--- config.mk ---
export PLATFORM = sky130hd
export DESIGN_NAME = reset_source_controller
export DESIGN_NICKNAME = d
export VERILOG_FILES = /design/src/inc/rsc_pkg.sv /design/src/verilog/reset_source_controller.sv
export SDC_FILE = /design/constraint.sdc
export NUM_CORES = 1
export LEC_CHECK = 0
export BUFFER_PORTS_ARGS = -buffer_cell sky130_fd_sc_hd__buf_2
export CORE_UTILIZATION = 63
export DETAILED_ROUTE_END_ITERATION = 8
export PLACE_DENSITY = 0.84
export REMOVE_ABC_BUFFERS = 1
export SLEW_MARGIN = 15
export SYNTH_ARGS = -nofsm -noshare
export SYNTH_HDL_FRONTEND = slang
export SYNTH_SLANG_ARGS = --single-unit
--- constraint.sdc ---
create_clock -name CLOCK_I -period 3.4 [get_ports CLOCK_I]
set_input_delay 0.68 -clock CLOCK_I [delete_from_list [all_inputs] [get_ports CLOCK_I]]
set_output_delay 0.68 -clock CLOCK_I [all_outputs]
set_load 0.05 [all_outputs]
--- src/inc/rsc_pkg.sv ---
// constants, types and register map of the reset source controller
// How it works
// [RULE1] power-on holds core, then program counter zero
// [RULE2] power-up loads port data, direction to ones
// [RULE3] low-voltage supervisor always on while running
// [RULE4] only long low-supply episodes cause reset
// [RULE5] qualified low-voltage reset sets its flag
// [RULE6] low-voltage flag cleared only by software zero
// [RULE7] supervisor disabled in sleep or idle
// [RULE8] unused flag bits 7..3 and 1 read zero
// [RULE9] trigger 55H in flash control resets device
// [RULE10] running watchdog overflow: full reset, time-out set
// [RULE11] sleeping watchdog overflow clears only counter, stack; code also pulses WDT_CLR_O
// [RULE12] status bits follow each reset cause
// [RULE13] power-on leaves every interrupt disabled
// [RULE14] reset clears watchdog, time bases; watchdog counts
// [RULE15] power-on switches all timer modules off
// [RULE16] power-on leaves stack pointer at top
// [RULE17] watchdog control reset sets flag; software clears
// [RULE18] halt sets power-down; power-up, clear-watchdog clear
// [RULE19] core reset asserts asynchronously, releases synchronously
package rsc_pkg;
    // ****************************************
    // register map
    // ****************************************
    localparam logic [3:0] ADDR_FLAGS = 4'h0;
    localparam logic [3:0] ADDR_FLASH_CTRL = 4'h1;
    localparam logic [3:0] ADDR_WDT_CTRL = 4'h2;
    localparam logic [3:0] ADDR_CORE_STAT = 4'h3;
    localparam logic [3:0] ADDR_IRQ_STAT = 4'h4;
    localparam logic [3:0] ADDR_IRQ_CLR = 4'h5;
    localparam logic [3:0] ADDR_IRQ_EN = 4'h6;
    // ****************************************
    // fields and values
    // ****************************************
    localparam int FLAG_LV_BIT = 2;
    localparam int FLAG_SW_BIT = 0;
    localparam int STAT_TO_BIT = 1;
    localparam int STAT_PD_BIT = 0;
    localparam logic [7:0] FLASH_TRIGGER = 8'h55;
    localparam logic [7:0] WDT_CTRL_RST = 8'h53;
    localparam logic [4:0] WDT_EN_A = 5'h0A;
    localparam logic [4:0] WDT_EN_B = 5'h15;
    // event bits: lv, sw watchdog, flash, wdt run, wdt sleep
    localparam int NUM_EVT = 5;
    // ****************************************
    // timing
    // ****************************************
    localparam int CLK_NS = 10;
    localparam int POR_SETTLE_NS = 1000;
    localparam int HOLD_CYC = (POR_SETTLE_NS + CLK_NS - 1) / CLK_NS;
    localparam int LVR_QUAL_NS = 10000;
    localparam int LVR_QUAL_CYC = (LVR_QUAL_NS + CLK_NS - 1) / CLK_NS;
    // ****************************************
    // types
    // ****************************************
    typedef struct packed {
        logic [3:0] addr;
        logic [7:0] wdata;
        logic wr;
        logic rd;
    } reg_req_s;
    typedef enum logic {ST_HOLD, ST_RUN} seq_state_e;
endpackage : rsc_pkg

--- src/verilog/reset_source_controller.sv ---
// reset source combiner with cause flags and status bits
//
// Our own choices: the strobed register port and the register offsets.
`timescale 1ns/1ns
module reset_source_controller
(
    // clock and power-on reset
    input wire logic CLOCK_I,
    input wire logic RST_N_I,
    // register port
    input wire rsc_pkg::reg_req_s REG_REQ_I,
    output logic [7:0] RDATA_O,
    // core events
    input wire logic LOW_SUPPLY_I,
    input wire logic SLEEP_MODE_I,
    input wire logic WDT_OVERFLOW_I,
    input wire logic HALT_EXEC_I,
    input wire logic CLR_WDT_I,
    // reset outputs
    output logic CORE_RST_N_O,
    output logic PORT_PRESET_O,
    output logic PC_SP_CLR_O,
    output logic WDT_CLR_O,
    output logic LVS_EN_O,
    // status and interrupt
    output logic TIMEOUT_O,
    output logic PWRDN_O,
    output logic IRQ_O
);
    import rsc_pkg::*;

    // ****************************************
    // decode
    // ****************************************
    function automatic logic hit(input logic [3:0] a, input logic [3:0] r);
        hit = (a == r);
    endfunction : hit

    logic wr_flags, wr_flash, wr_watchdog_control_register, wr_iclr, wr_ien;
    assign wr_flags = REG_REQ_I.wr && hit(REG_REQ_I.addr, ADDR_FLAGS);
    assign wr_flash = REG_REQ_I.wr && hit(REG_REQ_I.addr, ADDR_FLASH_CTRL);
    assign wr_watchdog_control_register = REG_REQ_I.wr && hit(REG_REQ_I.addr, ADDR_WDT_CTRL);
    assign wr_iclr = REG_REQ_I.wr && hit(REG_REQ_I.addr, ADDR_IRQ_CLR);
    assign wr_ien = REG_REQ_I.wr && hit(REG_REQ_I.addr, ADDR_IRQ_EN);

    // ****************************************
    // low-voltage qualification
    // ****************************************
    logic [15:0] lv_cnt_r;
    logic lv_evt;
    logic lvs_en_r;
    // [RULE3] supervisor active in running modes
    assign LVS_EN_O = lvs_en_r;
    always_ff @(posedge CLOCK_I or negedge RST_N_I)
    begin
        if (!RST_N_I)
            lvs_en_r <= 1'b1;
        else
            // [RULE7] off in sleep or idle
            lvs_en_r <= !SLEEP_MODE_I;
    end

    // [RULE4] count must exceed the qualify time
    assign lv_evt = LOW_SUPPLY_I && !SLEEP_MODE_I
        && (lv_cnt_r == 16'(LVR_QUAL_CYC));
    always_ff @(posedge CLOCK_I or negedge RST_N_I)
    begin
        if (!RST_N_I)
            lv_cnt_r <= 16'h0000;
        else if (!LOW_SUPPLY_I || SLEEP_MODE_I)
            lv_cnt_r <= 16'h0000;
        else if (lv_cnt_r <= 16'(LVR_QUAL_CYC))
            // saturates past the limit, one event per episode
            lv_cnt_r <= lv_cnt_r + 16'h0001;
    end

    // ****************************************
    // reset requests
    // ****************************************
    logic [7:0] flash_ctrl_r, watchdog_control_register_r;
    logic flash_evt, sw_evt, wdt_run_evt, wdt_slp_evt, full_req;
    logic core_rst_n_r;
    // [RULE9] trigger value starts a full reset
    assign flash_evt = wr_flash && (REG_REQ_I.wdata == FLASH_TRIGGER);
    // [RULE17] bad enable field is a software reset
    assign sw_evt = wr_watchdog_control_register && (REG_REQ_I.wdata[7:3] != WDT_EN_A)
        && (REG_REQ_I.wdata[7:3] != WDT_EN_B);
    // [RULE10] running overflow acts as power-on
    assign wdt_run_evt = WDT_OVERFLOW_I && !SLEEP_MODE_I;
    // core held in reset cannot be asleep
    assign wdt_slp_evt = WDT_OVERFLOW_I && SLEEP_MODE_I && core_rst_n_r;
    assign full_req = lv_evt || flash_evt || sw_evt || wdt_run_evt;

    always_ff @(posedge CLOCK_I or negedge RST_N_I)
    begin
        if (!RST_N_I)
        begin
            flash_ctrl_r <= 8'h00;
            watchdog_control_register_r <= WDT_CTRL_RST;
        end
        else if (!core_rst_n_r)
        begin
            flash_ctrl_r <= 8'h00;
            watchdog_control_register_r <= WDT_CTRL_RST;
        end
        else
        begin
            if (wr_flash)
                flash_ctrl_r <= REG_REQ_I.wdata;
            if (wr_watchdog_control_register)
                watchdog_control_register_r <= REG_REQ_I.wdata;
        end
    end

    // ****************************************
    // sequencer
    // ****************************************
    seq_state_e state_r;
    logic [15:0] hold_cnt_r;
    logic core_rel;
    assign core_rel = (state_r == ST_HOLD)
        && (hold_cnt_r == 16'(HOLD_CYC - 1)) && !full_req;

    always_ff @(posedge CLOCK_I or negedge RST_N_I)
    begin
        if (!RST_N_I)
        begin
            state_r <= ST_HOLD;
            hold_cnt_r <= 16'h0000;
        end
        else
        begin
            case (state_r)
                ST_HOLD:
                begin
                    if (full_req)
                        hold_cnt_r <= 16'h0000;
                    else if (core_rel)
                        state_r <= ST_RUN;
                    else
                        hold_cnt_r <= hold_cnt_r + 16'h0001;
                end
                ST_RUN:
                begin
                    hold_cnt_r <= 16'h0000;
                    if (full_req)
                        state_r <= ST_HOLD;
                end
                default:
                    state_r <= ST_HOLD;
            endcase
        end
    end

    // [RULE19] async assert, release on a clock edge
    always_ff @(posedge CLOCK_I or negedge RST_N_I)
    begin
        if (!RST_N_I)
            core_rst_n_r <= 1'b0;
        else if (full_req)
            core_rst_n_r <= 1'b0;
        // [RULE1] released only after settling delay
        else if (core_rel)
            core_rst_n_r <= 1'b1;
    end
    // [RULE13] [RULE15] [RULE16] core reset clears ints, timers, stack
    assign CORE_RST_N_O = core_rst_n_r;

    logic port_preset_r, pc_sp_clr_r, wdt_clr_r;
    always_ff @(posedge CLOCK_I or negedge RST_N_I)
    begin
        if (!RST_N_I)
        begin
            port_preset_r <= 1'b1;
            pc_sp_clr_r <= 1'b0;
            wdt_clr_r <= 1'b0;
        end
        else
        begin
            // [RULE2] ports forced to inputs while held
            port_preset_r <= full_req || (!core_rst_n_r && !core_rel);
            // [RULE11] sleeping overflow clears pc and stack, and pulses the watchdog clear
            pc_sp_clr_r <= wdt_slp_evt;
            // [RULE14] watchdog, time bases cleared at every reset
            wdt_clr_r <= core_rel || wdt_slp_evt;
        end
    end
    assign PORT_PRESET_O = port_preset_r;
    assign PC_SP_CLR_O = pc_sp_clr_r;
    assign WDT_CLR_O = wdt_clr_r;

    // ****************************************
    // cause flags and status bits
    // ****************************************
    logic lv_flag_r, sw_flag_r, to_r, pd_r;
    // set wins over a software clear in the same cycle
    always_ff @(posedge CLOCK_I or negedge RST_N_I)
    begin
        if (!RST_N_I)
        begin
            lv_flag_r <= 1'b0;
            sw_flag_r <= 1'b0;
        end
        else
        begin
            // [RULE5] [RULE6] set by hardware, cleared by software
            if (lv_evt)
                lv_flag_r <= 1'b1;
            else if (wr_flags && !REG_REQ_I.wdata[FLAG_LV_BIT])
                lv_flag_r <= 1'b0;
            // [RULE17] sticky software watchdog flag
            if (sw_evt)
                sw_flag_r <= 1'b1;
            else if (wr_flags && !REG_REQ_I.wdata[FLAG_SW_BIT])
                sw_flag_r <= 1'b0;
        end
    end

    // [RULE12] power-on clears both; lv reset leaves them
    always_ff @(posedge CLOCK_I or negedge RST_N_I)
    begin
        if (!RST_N_I)
        begin
            to_r <= 1'b0;
            pd_r <= 1'b0;
        end
        else
        begin
            if (WDT_OVERFLOW_I)
                to_r <= 1'b1;
            // [RULE18] halt sets, clear-watchdog clears
            if (wdt_slp_evt || HALT_EXEC_I)
                pd_r <= 1'b1;
            else if (CLR_WDT_I)
                pd_r <= 1'b0;
        end
    end
    assign TIMEOUT_O = to_r;
    assign PWRDN_O = pd_r;

    // ****************************************
    // interrupt
    // ****************************************
    logic [NUM_EVT-1:0] irq_stat_r, irq_en_r, evt_vec;
    logic irq_r;
    assign evt_vec = {wdt_slp_evt, wdt_run_evt, flash_evt, sw_evt, lv_evt};
    always_ff @(posedge CLOCK_I or negedge RST_N_I)
    begin
        if (!RST_N_I)
        begin
            irq_stat_r <= '0;
            irq_en_r <= '0;
            irq_r <= 1'b0;
        end
        else
        begin
            irq_stat_r <= evt_vec | (irq_stat_r
                & ~(wr_iclr ? REG_REQ_I.wdata[NUM_EVT-1:0] : '0));
            if (wr_ien)
                irq_en_r <= REG_REQ_I.wdata[NUM_EVT-1:0];
            irq_r <= |(irq_stat_r & irq_en_r);
        end
    end
    assign IRQ_O = irq_r;

    // ****************************************
    // read port
    // ****************************************
    logic [7:0] rdata_r, rd_mux;
    always_comb
    begin
        rd_mux = 8'h00;
        case (REG_REQ_I.addr)
            // [RULE8] unused bits read zero
            ADDR_FLAGS: rd_mux = {5'h00, lv_flag_r, 1'b0, sw_flag_r};
            ADDR_FLASH_CTRL: rd_mux = flash_ctrl_r;
            ADDR_WDT_CTRL: rd_mux = watchdog_control_register_r;
            ADDR_CORE_STAT: rd_mux = {6'h00, to_r, pd_r};
            ADDR_IRQ_STAT: rd_mux = {3'h0, irq_stat_r};
            ADDR_IRQ_EN: rd_mux = {3'h0, irq_en_r};
            default: rd_mux = 8'h00;
        endcase
    end
    always_ff @(posedge CLOCK_I or negedge RST_N_I)
    begin
        if (!RST_N_I)
            rdata_r <= 8'h00;
        else if (REG_REQ_I.rd)
            rdata_r <= rd_mux;
        else
            rdata_r <= 8'h00;
    end
    assign RDATA_O = rdata_r;
endmodule : reset_source_controller
==> impl_metrics.py <==
metrics = {
    "status": {
        "outcome": "finished clean",
    },
    "drt": {
        "dr.pass1.iters": 6,
        "vias_per_cell": 6.06,
        "remaining_drc_errors": 0,
        "routed_wl_um": 7830,
        "antenna_left": 0,
        "drt_iter0_markers": 264,
        "wl_per_cell_um": 16.7,
        "num_vias": 2847,
    },
    "synthesis": {
        "ys_seq_area_frac": 0.538,
        "synth-edff-count": 0,
        "netlist_instances": 351,
        "synth_flop_cell": "dfrtp_1",
        "synthAdderAreaFrac": 0.0104,
        "yosysUniqueCellTypes": 53,
        "synth_area_um2": 3600,
        "synth_top_family_by_area": "simple AND/OR/NAND/NOR gates",
        "synth.area.mux_share": 0.0334,
        "synth_compound_area_frac": 0.0936,
        "async_reset_ff_frac": 1.00,
        "syn_avg_cell_area_um2": 10.2,
        "synth-xor-area-share": 0.0511,
        "synthSimpleGateAreaFrac": 0.259,
        "synth-seq-cells": 77,
        "ys_warn_count": 0,
    },
    "floorplan": {
        "dieArea_um2": 6010,
        "pin_count": 37,
        "rows": 27,
        "die_h_um": 77.6,
        "dieWidth_um": 77.6,
        "initial_core_util": 0.653,
        "placeableCoreArea_um2": 5510,
    },
    "power": {
        "power_uw": 1910,
        "powerDensity_nw_per_um2": 472,
        "cellLeakagePower_uw": 0.00182,
        "vdd_drop_max_mv": 0.312,
    },
    "run": {
        "maxCapViolations": 0,
    },
    "final_layout": {
        "antenna_cells": 0,
        "fillCellCount": 392,
        "drive_gt1_frac": 0.188,
        "area_delta_synth_final_pct": 12.7,
        "stdcell_count": 470,
        "final_nets": 417,
    },
    "sta": {
        "hold_violations": 0,
        "max_freq_ghz": 0.458,
        "fin_tns_setup_ns": 0,
        "period_minus_slack_ns": 2.18,
        "fin_crit_sh": 0.642,
        "skew_ns": 0.0116,
        "rsz0062_at_grt": "false",
        "relSlewSlack": 0.389,
        "worstMarginPinSlew_ns": 0.917,
        "finalSetupViolCount": 0,
        "maxSlewViolCount": 0,
    },
    "place": {
        "port_buffers": 36,
        "place.detailed.hpwl_um": 5340,
        "gp_congestion": 0.927,
        "dp_cells": 454,
    },
    "setup_path": {
        "critical_path_class": "in2reg",
        "path_max_fanout": 13,
        "path_cells": "buf_2 -> nor2b_1 -> nand2_1 -> or3_1 -> nand3_2 -> o21ai_0",
        "cp-end-kind": "flop",
        "cpMaxStageDelayCell": "or3_1",
        "critical_path.max_stage_delay_ns": 0.48,
        "cp_data_arrival_time_ns": 2.41,
        "path_depth": 6,
        "path_buf_inv": 1,
        "path_delay_family": "simple AND/OR/NAND/NOR gates",
        "required_ns": 3.63,
        "rr_worst_depth": 5,
        "worstSetupStartpointType": "primary input",
    },
    "global_route": {
        "grtUsageTotal": 0.289,
        "grt_pass1_vias": 2764,
        "grt-ovfl-total": 0,
        "grt_pass1_wl_um": 13300,
        "grt_max_degree": 78,
        "antenna_found_initial": 0,
    },
    "clocking": {
        "htreeDepth": 3,
        "cts_resized": 0,
        "hold_buffers": 0,
        "cts.clk_slew.worst_paths_ns": 0.09,
        "clock-sinks": 77,
        "clkLatencyLatePin_ns": 0.36,
        "cts_buffers": 9,
        "cts_setup_buffers": 0,
        "cts_buffer_depth": 2,
        "cts_tree": "built",
        "clockRootBuffer": "clkbuf_8",
    },
    "worst_hold_path": {
        "min_path_type": "in2async",
    },
}
[final timing paths]
kind / from / end / slack [ns]
max: REG_REQ_I[11] / WDT_CLR_O / 1.22
min: RST_N_I / RDATA_O[3] / 0.45
max reg2reg: lv_cnt_r[12] / hold_cnt_r[14] / 1.22
min reg2reg: watchdog_control_register_r[1] / watchdog_control_register_r[1] / 0.50
max in group asynchronous: RST_N_I / hold_cnt_r[8] / 2.35
min in group CLOCK_I: SLEEP_MODE_I / LVS_EN_O / 0.50
[worst register-to-register path: stages (launching register included)]
cell	delay, ns
dfrtp_1	0.39
or4_4	0.56
nor4b_4	0.37
nand4bb_1	0.33
nand4_2	0.34
nor2_1	0.09
[stage by stage]
| stage | hold slack [ns] | util | instance area (um^2) | setup slack, ns |
|---|---|---|---|---|
| floorplan | 0.384 | - | 3570 | 0.874 |
| global placement | 0.471 | 0.700 | 3850 | 0.954 |
| detailed placement | 0.487 | 0.700 | 3850 | 0.890 |
| CTS | 0.489 | 0.736 | 4050 | 1.21 |
| global route | 0.509 | 0.736 | 4050 | 1.07 |
| finish | 0.451 | 0.736 | 4050 | 1.22 |
[Yosys cell counts (3+ instances only)]
library cell | n | area share
or3_1 | 3 | 0.0052
nand4_1 | 7 | 0.012
nand2b_1 | 4 | 0.0070
xor2_1 | 14 | 0.034
inv_1 | 6 | 0.0063
o21a_1 | 3 | 0.0063
dfstp_2 | 6 | 0.044
nand2_1 | 51 | 0.053
nand3b_1 | 3 | 0.0063
o21ai_0 | 5 | 0.0070
and3_1 | 5 | 0.0087
nor2_1 | 43 | 0.045
ha_1 | 3 | 0.010
clkbuf_1 | 4 | 0.0042
nor4_1 | 3 | 0.0052
mux2_2 | 6 | 0.019
nand3_1 | 22 | 0.031
nor3b_1 | 3 | 0.0063
xnor2_1 | 7 | 0.017
a21oi_1 | 6 | 0.0084
a22oi_1 | 7 | 0.015
nor3_1 | 6 | 0.0084
a21boi_0 | 12 | 0.025
nor2b_1 | 6 | 0.010
mux2i_1 | 3 | 0.0084
and2_1 | 7 | 0.012
dfrtp_1 | 71 | 0.49
[layout by cell type, fill, tap and decap left out, types with 7 or more instances in the layout]
cell / instances
dfrtp_1: 71
nand2_1: 51
nor2_1: 43
buf_2: 35
nand3_1: 22
xor2_1: 14
a21boi_0: 12
clkbuf_8: 9
a22oi_1: 7
nand4_1: 7
and2_1: 7
xnor2_1: 7
[power breakdown]
part / switching [uW] / internal, uW / leakage [uW]
Sequential: 49.4 / 962 / 0.00102
Clock: 349 / 345 / 0.0000971
Combinational: 130 / 78.0 / 0.000707
[layer usage]
metal / global-route usage / vias to the layer above / wire, um
met2: 0.470 / 109 / 3870
li1: - / 1316 / -
met5: 0 / - / 0
met3: 0.0682 / 26 / 483
met4: 0.113 / 0 / 187
met1: 0.375 / 1396 / 3290
[logic make-up after synthesis]
logic type,Yosys count
xor gates and xnor gates,21
muxes,10
DFF,77
adders and majority gates,3
and+or+nand+nor,180
buffers and inverters,13
AOI/OAI and AO/OA,47
[area by class of cell]
type                       count  area (um^2)  share of cell area
clock buffer                  10          128              0.0315
clock inverter                 6         72.6              0.0179
inverter                       6         22.5             0.00556
multi-input combinational    261         1610               0.397
sequential                    77         1930               0.477
tap                           72         90.1              0.0222
timing repair buffer          38          198              0.0488
[registers in the layout, summed over array words and instances, names as in the netlist, 5 cells and up]
register	cells
RDATA_O	8
flash_ctrl_r	8
hold_cnt_r	16
irq_en_r	5
irq_stat_r	5
lv_cnt_r	16
watchdog_control_register_r	8
Note: power is estimated with default switching activity, not from simulation.
